==> config.mk <==
export PLATFORM = sky130hd
export DESIGN_NAME = rioc_trip
export DESIGN_NICKNAME = d
export VERILOG_FILES = /design/src/common/rioc_pkg.sv /design/src/core/rioc_trip.sv
export VERILOG_INCLUDE_DIRS = /design/src /design/src/common
export SDC_FILE = /design/constraint.sdc
export NUM_CORES = 1
export LEC_CHECK = 0
export BUFFER_PORTS_ARGS = -buffer_cell sky130_fd_sc_hd__buf_2
export CAP_MARGIN = 25
export CORE_MARGIN = 5
export CORE_UTILIZATION = 28
export CTS_CLUSTER_DIAMETER = 50
export DETAILED_ROUTE_END_ITERATION = 10
export SYNTH_ARGS = -nofsm -noshare
export SYNTH_HDL_FRONTEND = slang
export SYNTH_SLANG_ARGS = --single-unit
==> constraint.sdc <==
create_clock -name clk -period 17.57 [get_ports clk]
set_input_delay 0.8785 -clock clk [delete_from_list [all_inputs] [get_ports clk]]
set_output_delay 0.8785 -clock clk [all_outputs]
set_load 0.01 [all_outputs]
==> src/common/rioc_consts.svh <==
// Purpose: Constants for the residual instantaneous overcurrent trip block
// Assumes: 100 MHz clock, samples scaled so that 100 % equals RATED_CNT counts
// Notes:   Definitions only
`ifndef RIOC_CONSTS_SVH
`define RIOC_CONSTS_SVH

`define RIOC_START_DEF      12'd200
`define RIOC_START_MIN      12'd10
`define RIOC_START_MAX_STD  12'd1000
`define RIOC_START_MAX_EXT  12'd3000
`define RIOC_ONE_TENTH_DIV  32'd10
`define RIOC_PCT_FULL       48'd100
`define RIOC_DOUBLE_MUL     64'd2
`define RIOC_CLK_MHZ        100
`define RIOC_T_PEAK_MS      15
`define RIOC_T_FUND_MS      25
`define RIOC_T_PEAK_CYC     (`RIOC_T_PEAK_MS * 1000 * `RIOC_CLK_MHZ)
`define RIOC_T_FUND_CYC     (`RIOC_T_FUND_MS * 1000 * `RIOC_CLK_MHZ)

`endif

==> src/common/rioc_pkg.sv <==
// Purpose: Types for the residual instantaneous overcurrent trip block
// Assumes: Constants come from rioc_consts.svh
// Notes:   None
package rioc_pkg;

    typedef enum logic [1:0] {
        RIOC_OP_OFF,
        RIOC_OP_PEAK,
        RIOC_OP_FUND
    } rioc_op_e;

    typedef struct packed {
        logic [31:0] peak;
        logic [31:0] fund;
        logic        valid;
    } rioc_meas_s;

    typedef struct packed {
        logic        trip;
        logic        ev_on;
        logic        ev_off;
        logic [11:0] start_eff;
    } rioc_state_s;

endpackage

==> src/core/rioc_trip.sv <==
// Purpose: Residual instantaneous overcurrent general trip decision
// Assumes: Peak and fundamental RMS values arrive from the sampling front end each sample,
//          in the same clock domain, scaled so that rated current reads RATED_CNT
// Notes:   Start setting is a percentage of rated current; one decision per valid sample
`timescale 1ns/1ps
`default_nettype none
`include "rioc_consts.svh"

// What this block does
// - Selector off, peak or fundamental; off blocks
// - Upper limit 3000 with extended input
// - Block input suppresses the general trip
// - Doubling input compares against twice threshold
// - Single general trip output
// - On and off events on trip changes
// - Live general trip status readable
// - Instantaneous above one tenth rated current
// - Trip within 15 or 25 ms
// - Compare selected peak or fundamental value
module rioc_trip #(
    parameter int RATED_CNT = 1000
) (
    input  wire logic               clk,
    input  wire logic               rst_n,
    input  wire rioc_pkg::rioc_op_e operation,
    input  wire logic [11:0]        start_pct,
    input  wire logic               ext_range,
    input  wire logic               residual_block_in,
    input  wire logic               threshold_double_in,
    input  wire rioc_pkg::rioc_meas_s meas,
    output logic                    residual_general_trip_out,
    output logic                    trip_status,
    output logic                    event_on,
    output logic                    event_off
);

    // ************************************************************
    // Threshold arithmetic
    // ************************************************************
    // Out-of-range settings are pulled to the nearest limit rather than refused,
    // so a bad setting can never leave the function disarmed
    function automatic logic [11:0] clamp_start(input logic [11:0] s, input logic ext);
        logic [11:0] hi;
        hi = ext ? `RIOC_START_MAX_EXT : `RIOC_START_MAX_STD;
        if (s < `RIOC_START_MIN)
            clamp_start = `RIOC_START_MIN;
        else if (s > hi)
            clamp_start = hi;
        else
            clamp_start = s;
    endfunction

    // Percent times rated count over 100; wide enough for 2 x 3000 % of 32-bit scale
    function automatic logic [47:0] pct_to_cnt(input logic [12:0] pct);
        pct_to_cnt = (48'(pct) * 48'(RATED_CNT)) / `RIOC_PCT_FULL;
    endfunction

    rioc_pkg::rioc_state_s st_q;
    rioc_pkg::rioc_state_s st_d;
    logic [12:0]           pct_eff;
    logic [47:0]           thr_cnt;
    logic [31:0]           measured;
    logic                  above;

    always_comb begin
        pct_eff  = threshold_double_in ? {st_q.start_eff, 1'b0} : {1'b0, st_q.start_eff};
        thr_cnt  = pct_to_cnt(pct_eff);
        measured = (operation == rioc_pkg::RIOC_OP_PEAK) ? meas.peak : meas.fund;
        above    = (48'(measured) > thr_cnt);
    end

    // ************************************************************
    // Decision and events
    // ************************************************************
    always_comb begin
        st_d           = st_q;
        st_d.ev_on     = 1'b0;
        st_d.ev_off    = 1'b0;
        st_d.start_eff = clamp_start(start_pct, ext_range);
        // Block and mode take effect at once; no intentional delay anywhere
        // Between samples the decision is held, so a gap in the sample stream
        // cannot make the general trip chatter
        if (residual_block_in || operation == rioc_pkg::RIOC_OP_OFF) begin
            st_d.trip = 1'b0;
        end else if (meas.valid) begin
            st_d.trip = above;
        end
        st_d.ev_on  = st_d.trip & ~st_q.trip;
        st_d.ev_off = ~st_d.trip & st_q.trip;
    end

    always_ff @(posedge clk) begin
        if (!rst_n) begin
            st_q <= '{trip: 1'b0, ev_on: 1'b0, ev_off: 1'b0, start_eff: `RIOC_START_DEF};
        end else begin
            st_q <= st_d;
        end
    end

    assign residual_general_trip_out = st_q.trip;
    assign trip_status               = st_q.trip;
    assign event_on                  = st_q.ev_on;
    assign event_off                 = st_q.ev_off;

    // ************************************************************
    // Checks
    // ************************************************************
    // Reference comparison in cross-multiplied form, independent of the divided
    // threshold, so the checks catch a rounding or doubling slip in the datapath
    function automatic logic over_ref(input logic [31:0] val, input logic [11:0] start, input logic dbl);
        logic [63:0] lhs;
        logic [63:0] rhs;
        lhs = 64'(val) * 64'(`RIOC_PCT_FULL);
        rhs = 64'(start) * 64'(RATED_CNT);
        if (dbl)
            rhs = rhs * `RIOC_DOUBLE_MUL;
        over_ref = lhs > rhs;
    endfunction
endmodule // rioc_trip

`default_nettype wire

# ---- After elaboration in Yosys (flattened, before gate mapping)
# Cells that the tools add are included.
dict set report op_classes {
  multipliers 1
  n_div 1
  order_cmp 3
  n_eq_ne 1
  muxes 7
  bitwise_logic 5
  n_reduce_logical 3
}
# operator n
set op_table {}
lappend op_table {{$div A23 B7 Y48 const B} 1}
lappend op_table {{$gt A32 B48 Y1} 1}
lappend op_table {{$mux W32} 1}
lappend op_table {{$mux W12} 2}
lappend op_table {{$mul A13 B7 Y20 const B} 1}
lappend op_table {{$mux W13} 1}
lappend op_table {{$gt A12 B12 Y1} 1}
lappend op_table {{$lt A12 B4 Y1 const B} 1}
lappend op_table {{$mux W8} 1}
lappend op_table {{$not A1 Y1} 3}
lappend op_table {{$and A1 B1 Y1} 2}
lappend op_table {{$eq A2 B1 Y1 const B} 1}
lappend op_table {{$logic_not A2 Y1} 1}
lappend op_table {{$mux W1} 2}
lappend op_table {{$reduce_or A2 Y1} 1}
lappend op_table {{$logic_or A1 B1 Y1} 1}
dict set report totals {
  regBits 15
  inputBits 84
  out_inout_bits 4
}

# ---- Depth between registers and ports, before layout
# Gate-level depths: netlist (run 1).
dict set report depth {
  ltp_word 8
  depth_mapped 83
  mapped_depth_nobuf 74
}

# ---- Worst setup path after synthesis (run 1)
# OpenSTA, ideal clock, no wires.
dict set report synth_timing {
  kind {input-to-reg}
  from {input port threshold_double_in}
  to {register st_q (netlist bit event_on)}
  setup_time_ns 0.122
  arrival_ns 16.891
  required_ns 17.448
  setup_slack_ns 0.557
  stages 75
  path_buffers 6
  path_cell_list {clkbuf_1 -> clkbuf_1 -> mux2i_1 -> fa_1 -> fa_1 -> inv_1 -> fa_1 -> inv_1 -> fa_1 -> inv_1 -> ha_1 -> buf_2 -> a21oi_1 -> nor2_1 -> a211oi_2 -> xor2_2 -> o211ai_1 -> a21oi_1 -> (+39 left out) -> nor2b_1 -> o21a_1 -> o21ai_0 -> nand2b_1 -> a21oi_1 -> nor2b_1 -> o21ai_0 -> nand2b_1 -> a21oi_1 -> nor2_1 -> a211oi_1 -> o21ai_0 -> a21oi_1 -> a41oi_1 -> a211oi_1 -> a211oi_1 -> and2_1 -> nor2b_1}
}
dict set report synth_via {
  elab_chain_cells 7
}
# element line_no
set synth_rtl {}
lappend synth_rtl {{start, declared} rioc_trip.sv:29} ;# input wire logic threshold_double_in,
lappend synth_rtl {{$mux W13} rioc_trip.sv:66} ;# pct_eff = threshold_double_in ? {st_q.start_eff, 1'b0} : {1'b0, st_q.start_eff};
lappend synth_rtl {{$mul A13 B7 Y20} rioc_trip.sv:55} ;# pct_to_cnt = (48'(pct) * 48'(RATED_CNT)) / `RIOC_PCT_FULL;
lappend synth_rtl {{$div A23 B7 Y48 (no source line)} --}
lappend synth_rtl {{$gt A32 B48 Y1} rioc_trip.sv:69} ;# above = (48'(measured) > thr_cnt);
lappend synth_rtl {{$mux W1} rioc_trip.sv:85} ;# end else if (meas.valid) begin
lappend synth_rtl {{$mux W1} rioc_trip.sv:83} ;# if (residual_block_in || operation == rioc_pkg::RIOC_OP_OFF) begin
lappend synth_rtl {{$and A1 B1 Y1} rioc_trip.sv:88} ;# st_d.ev_on = st_d.trip & ~st_q.trip;
lappend synth_rtl {{end signal, assigned} rioc_trip.sv:94} ;# st_q <= '{trip: 1'b0, ev_on: 1'b0, ev_off: 1'b0, start_eff: `RIOC_START_DEF};
lappend synth_rtl {{end signal, assigned} rioc_trip.sv:96} ;# st_q <= st_d;
lappend synth_rtl {{end, declared} rioc_trip.sv:58} ;# rioc_pkg::rioc_state_s st_q;
# No other way between the ends.
# A chain may end at the register's enable or synchronous reset.

# ---- Worst setup path in the final report (run 1)
# Ends and elaborated chain as after synthesis.

==> out/results.tsv, run 1 <==
metric	value	unit
syn_avg_cell_area	7.67	um^2
path_common_cell	buf_4	
antenna_left	0	
hold_viol	0	
outcome	completed	
syn_to_final_growth	30.4	%
postCtsHoldBufs	0	
crit_slowest_cell	or4b_4	
maxCapViolCount	0	
placed_cell_area	0.00953	mm^2
layout_common_cells	126 x buf_4, 86 x buf_2, 78 x nand2_1	
ys_types	114	
final_common_cell	buf_4	
cts_tree	built	
ios	88	
overflow	0	
path_max_fanout	14	
grt_antenna_before_repair	0	
place_congestion	0.942	
slew_violations	0	
drc	0	
seq_area_frac_synth	3.74	%
die-height	179	um
grt_start_max_net_pins	20	
critPathCaptureType	flip-flop	
rows	62	
crit_type	in2reg	
fin_nets	1429	
clock_skew	0.000783	ns
relSlewSlack	48.1	%
core_area	0.0285	mm^2
ys_warn_count	0	
grt_pass1_vias	8153	
track_usage	13.9	%
fin_crit_sh	95.6	%
setup_viol	0	
diodes	0	
die_area	0.0322	mm^2
slowest_delay	0.56	ns
start_util	28.1	%
first_pass_iters	5	
wire_per_inst	15.9	um
postSynthNetCount	1243	
path_clk_slew	0.04	ns
cp_data_required_time	17.70	ns
io_buffers	87	
drive_gt1_share	31.3	%
vias	9101	
cts_root_buf	clkbuf_16	
min_period	16.81	ns
fmax	59.5	MHz
cp-start-kind	input port	
cts.sink_count	15	
worstMarginPinSlew	0.776	ns
viasPerCell	5.63	
synth_cells	1048	
syn_area	0.00804	mm^2
ys_async_sr_fraction	0	%
ff2ff_setup_slack	1.28	ns
cts_made_buffers	3	
arrival	16.93	ns
ys_seq_elements	15	
wl	25700	um
cts_buffer_depth	2	
design_area	0.0105	mm^2
grt_pass1_wl	40200	um
hp-class	reg2reg	
drt_iter0_markers	921	
place_hpwl	20500	um
ys.flop_type	dfxtp_1	
die_w	179	um
insertion_delay	0.24	ns
synth-edff-count	0	
cts_max_level	1	
## registers in the layout, indices dropped and copies added (netlist names)
register                   cells
event_off                      1
event_on                       1
residual_general_trip_out      1
st_q                          12
## through the flow
stage          hold slack, ns  cells  setup WS (ns)  utilization (%)  setup TNS, ns
6_report                0.473   1617          0.765             36.7              0
3_3_place_gp            0.462   1586         0.0664             33.4              0
3_5_place_dp            0.463   1586         -0.107             33.4         -0.107
4_1_cts                 0.473   1590         0.0763             33.7              0
5_1_grt                 0.505   1617         -0.179             36.7         -0.232
2_1_floorplan           0.484   1048          0.557                -              0
## metal layers
metal | vias up | global-route usage (%) | wire length, um
li1 | 4413 | - | -
met1 | 4253 | 20.8 | 11900
met2 | 402 | 22.8 | 12000
met3 | 33 | 1.13 | 1670
met4 | 0 | 1.43 | 243
met5 | - | 0 | 0
## cell usage after synthesis (all sizes together) (7+ instances only)
library cell / number / area, um^2
buf: 19 / 123
o211a: 9 / 90.1
fa: 40 / 801
mux2: 21 / 236
a211oi: 28 / 253
a22oi: 9 / 72.6
a21o: 15 / 113
xnor2: 32 / 310
dfxtp: 15 / 300
nand2b: 16 / 100
o31a: 7 / 61.3
nand3: 35 / 175
o21a: 9 / 68.8
a211o: 10 / 87.6
a31oi: 17 / 106
nor2: 72 / 273
mux2i: 26 / 268
a2111oi: 9 / 116
or2: 8 / 50.0
clkbuf: 16 / 60.1
and3: 8 / 50.1
ha: 71 / 888
nor3: 33 / 181
o31ai: 10 / 98.8
xor2: 14 / 130
inv: 71 / 267
o21ai: 73 / 369
o211ai: 30 / 235
or3: 12 / 85.1
nor4: 13 / 87.6
and2: 14 / 90.1
a21oi: 72 / 375
nand2: 80 / 303
nand4: 12 / 75.1
## critical path: cells and delay by family
family | cells | cell delay (ns)
compound gates | 37 | 7.61
xor+xnor | 1 | 0.14
fa+ha+maj | 7 | 2.68
buf+inv | 11 | 1.74
simple gates | 19 | 3.59
mux | 1 | 0.29
## final cells by class
class	count	area, um^2
clock buffers	4	78.8
fillers	2972	18100
inverters	71	267
multi-input cells	928	7930
flip-flops and latches	15	300
well taps	384	480
repair buffers	215	1420
## final timing paths
path         endpoint                       from  cells past startpoint
max          event_on        threshold_double_in                     76
min          event_on  residual_general_trip_out                      1
max reg2reg  event_on                    st_q[0]                     77
min reg2reg  event_on  residual_general_trip_out                      1
## what timing repair did
| action | 4_1_cts | 5_1_grt |
|---|---|---|
| gates resized for setup | 0 | 131 |
| setup buffers | 0 | 26 |
| setup endpoints to repair | 0 | 3 |
## cell families (layout without fill, tap and decap cells)
family	after synthesis	count (layout)	synth area share, %
adder cells (fa/ha/maj)	113	113	21.3
XOR/XNOR	46	46	5.48
buffers and inverters	106	290	5.59
AND/OR/NAND/NOR	333	333	21.3
AO/OA/AOI/OAI	388	389	36.3
flip-flops	15	15	3.74
multiplexers	47	47	6.28
Power of run 1 is not shown: default switching activity piles up to over one toggle a cycle in this logic, so the estimate is an artifact.
==> inputs of run 2 (changes only) <==
- RECOVER_POWER: default -> 50
==> run 2 against run 1 <==
  * Register-to-register slack barely moved
  * Fmax barely moved
  * Non-clock buffer count did not move
  * Routed wire length barely moved
  * Highest routed layer unchanged
==> out/results.tsv, run 2 (same netlist as run 1, synthesis figures left out) <==
metric	value	unit
cp-start-kind	input port	
die-height	179	um
arrival	16.94	ns
ios	88	
vias	9103	
grtUsageMet1	20.8	%
cts_made_buffers	3	
slowest_delay	0.56	ns
fin_nets	1429	
layout_common_cells	126 x buf_4, 80 x buf_2, 78 x nand2_1	
drive_gt1_share	30.8	%
crit_slowest_cell	or4b_4	
critPathCaptureType	flip-flop	
crit_type	in2reg	
utilization	36.7	%
wl	25800	um
rows	62	
clock_skew	0.000671	ns
largest_register_ffs	12	
grt_antenna_before_repair	0	
die_w	179	um
maxCapViolCount	0	
cp_data_required_time	17.70	ns
overflow	0	
cts_tree	built	
insertion_delay	0.24	ns
grt_pass1_wl	40200	um
place_hpwl	20500	um
cts_root_buf	clkbuf_16	
path_max_fanout	14	
grt_pass1_vias	8153	
outcome	completed	
diodes	0	
setup_viol	0	
hp-class	reg2reg	
final_common_cell	buf_4	
regMostFlops	st_q	
fin_hold_ws	0.476	ns
core_area	0.0285	mm^2
min_period	16.81	ns
first_pass_iters	5	
path_clk_slew	0.04	ns
antenna_left	0	
path_common_cell	buf_4	
viasPerCell	5.63	
fin_ws	0.759	ns
drc	0	
syn_to_final_growth	30.3	%
track_usage	13.9	%
postCtsHoldBufs	0	
cts_buffer_depth	2	
slew_violations	0	
cts_max_level	1	
wire_per_inst	15.9	um
die_area	0.0322	mm^2
fmax	59.5	MHz
relSlewSlack	48.1	%
fin_setup_tns	0	ns
grt.busiest_layer	met2	
num-fill-cells	2971	
gr-usage-met3	1.13	%
drt_iter0_markers	927	
worstMarginPinSlew	0.776	ns
use_met2	22.8	%
dp_slack	-0.107	ns
place_congestion	0.942	
grt_start_max_net_pins	20	
cts.sink_count	15	
io_buffers	87	
fin_crit_sh	95.7	%
hold_viol	0	
start_util	28.1	%
run 2: changes by cell type in the layout (fill, tap and decap cells not counted), sizes merged:
cell | before | now
clkbuf | 4 | 10
buf | 215 | 209
run 2: through the flow:
step | instances | cell area [um^2]
6_report | 1617 | 10500
5_1_grt | 1617 | 10500
4_1_cts | 1590 | 9610
3_5_place_dp | 1586 | 9530
3_3_place_gp | 1586 | 9530
2_1_floorplan | 1048 | 8040
run 2: layout make-up:
type | instances | area [um^2] | area share [%]
Multi-Input combinational cell | 928 | 7930 | 75.8
Timing Repair Buffer | 215 | 1410 | 13.5
Tap cell | 384 | 480 | 4.59
Sequential cell | 15 | 300 | 2.87
Inverter | 71 | 267 | 2.55
Clock buffer | 4 | 78.8 | 0.753
run 2: worst paths after layout:
path	from	end	slack (ns)	cells after the start
setup reg to reg	st_q[0]	event_on	1.28	77
hold / removal	residual_general_trip_out	event_on	0.48	1
setup / recovery	threshold_double_in	event_on	0.76	76
hold reg to reg	residual_general_trip_out	event_on	0.48	1
run 2: timing repair:
action | 4_1_cts | 5_1_grt
gates resized for setup | 0 | 131
buffers inserted | 0 | 26
endpoints found under the setup margin | 0 | 3
run 2: worst max-delay path: cells and delay by family:
kind                     cells  cell delay (ns)
XOR/XNOR                     1             0.14
AND/OR/NAND/NOR             19             3.59
multiplexers                 1             0.29
buffers and inverters       11             1.74
AO/OA/AOI/OAI               37             7.61
adder cells (fa/ha/maj)      7             2.68
run 2: routing by layer:
metal / vias to the layer above / share of wire (%)
met5: - / 0
met4: 0 / 0.96
met3: 35 / 6.4
met2: 399 / 46
met1: 4257 / 46
li1: 4412 / -
Power of run 2 is left out for the same reason.
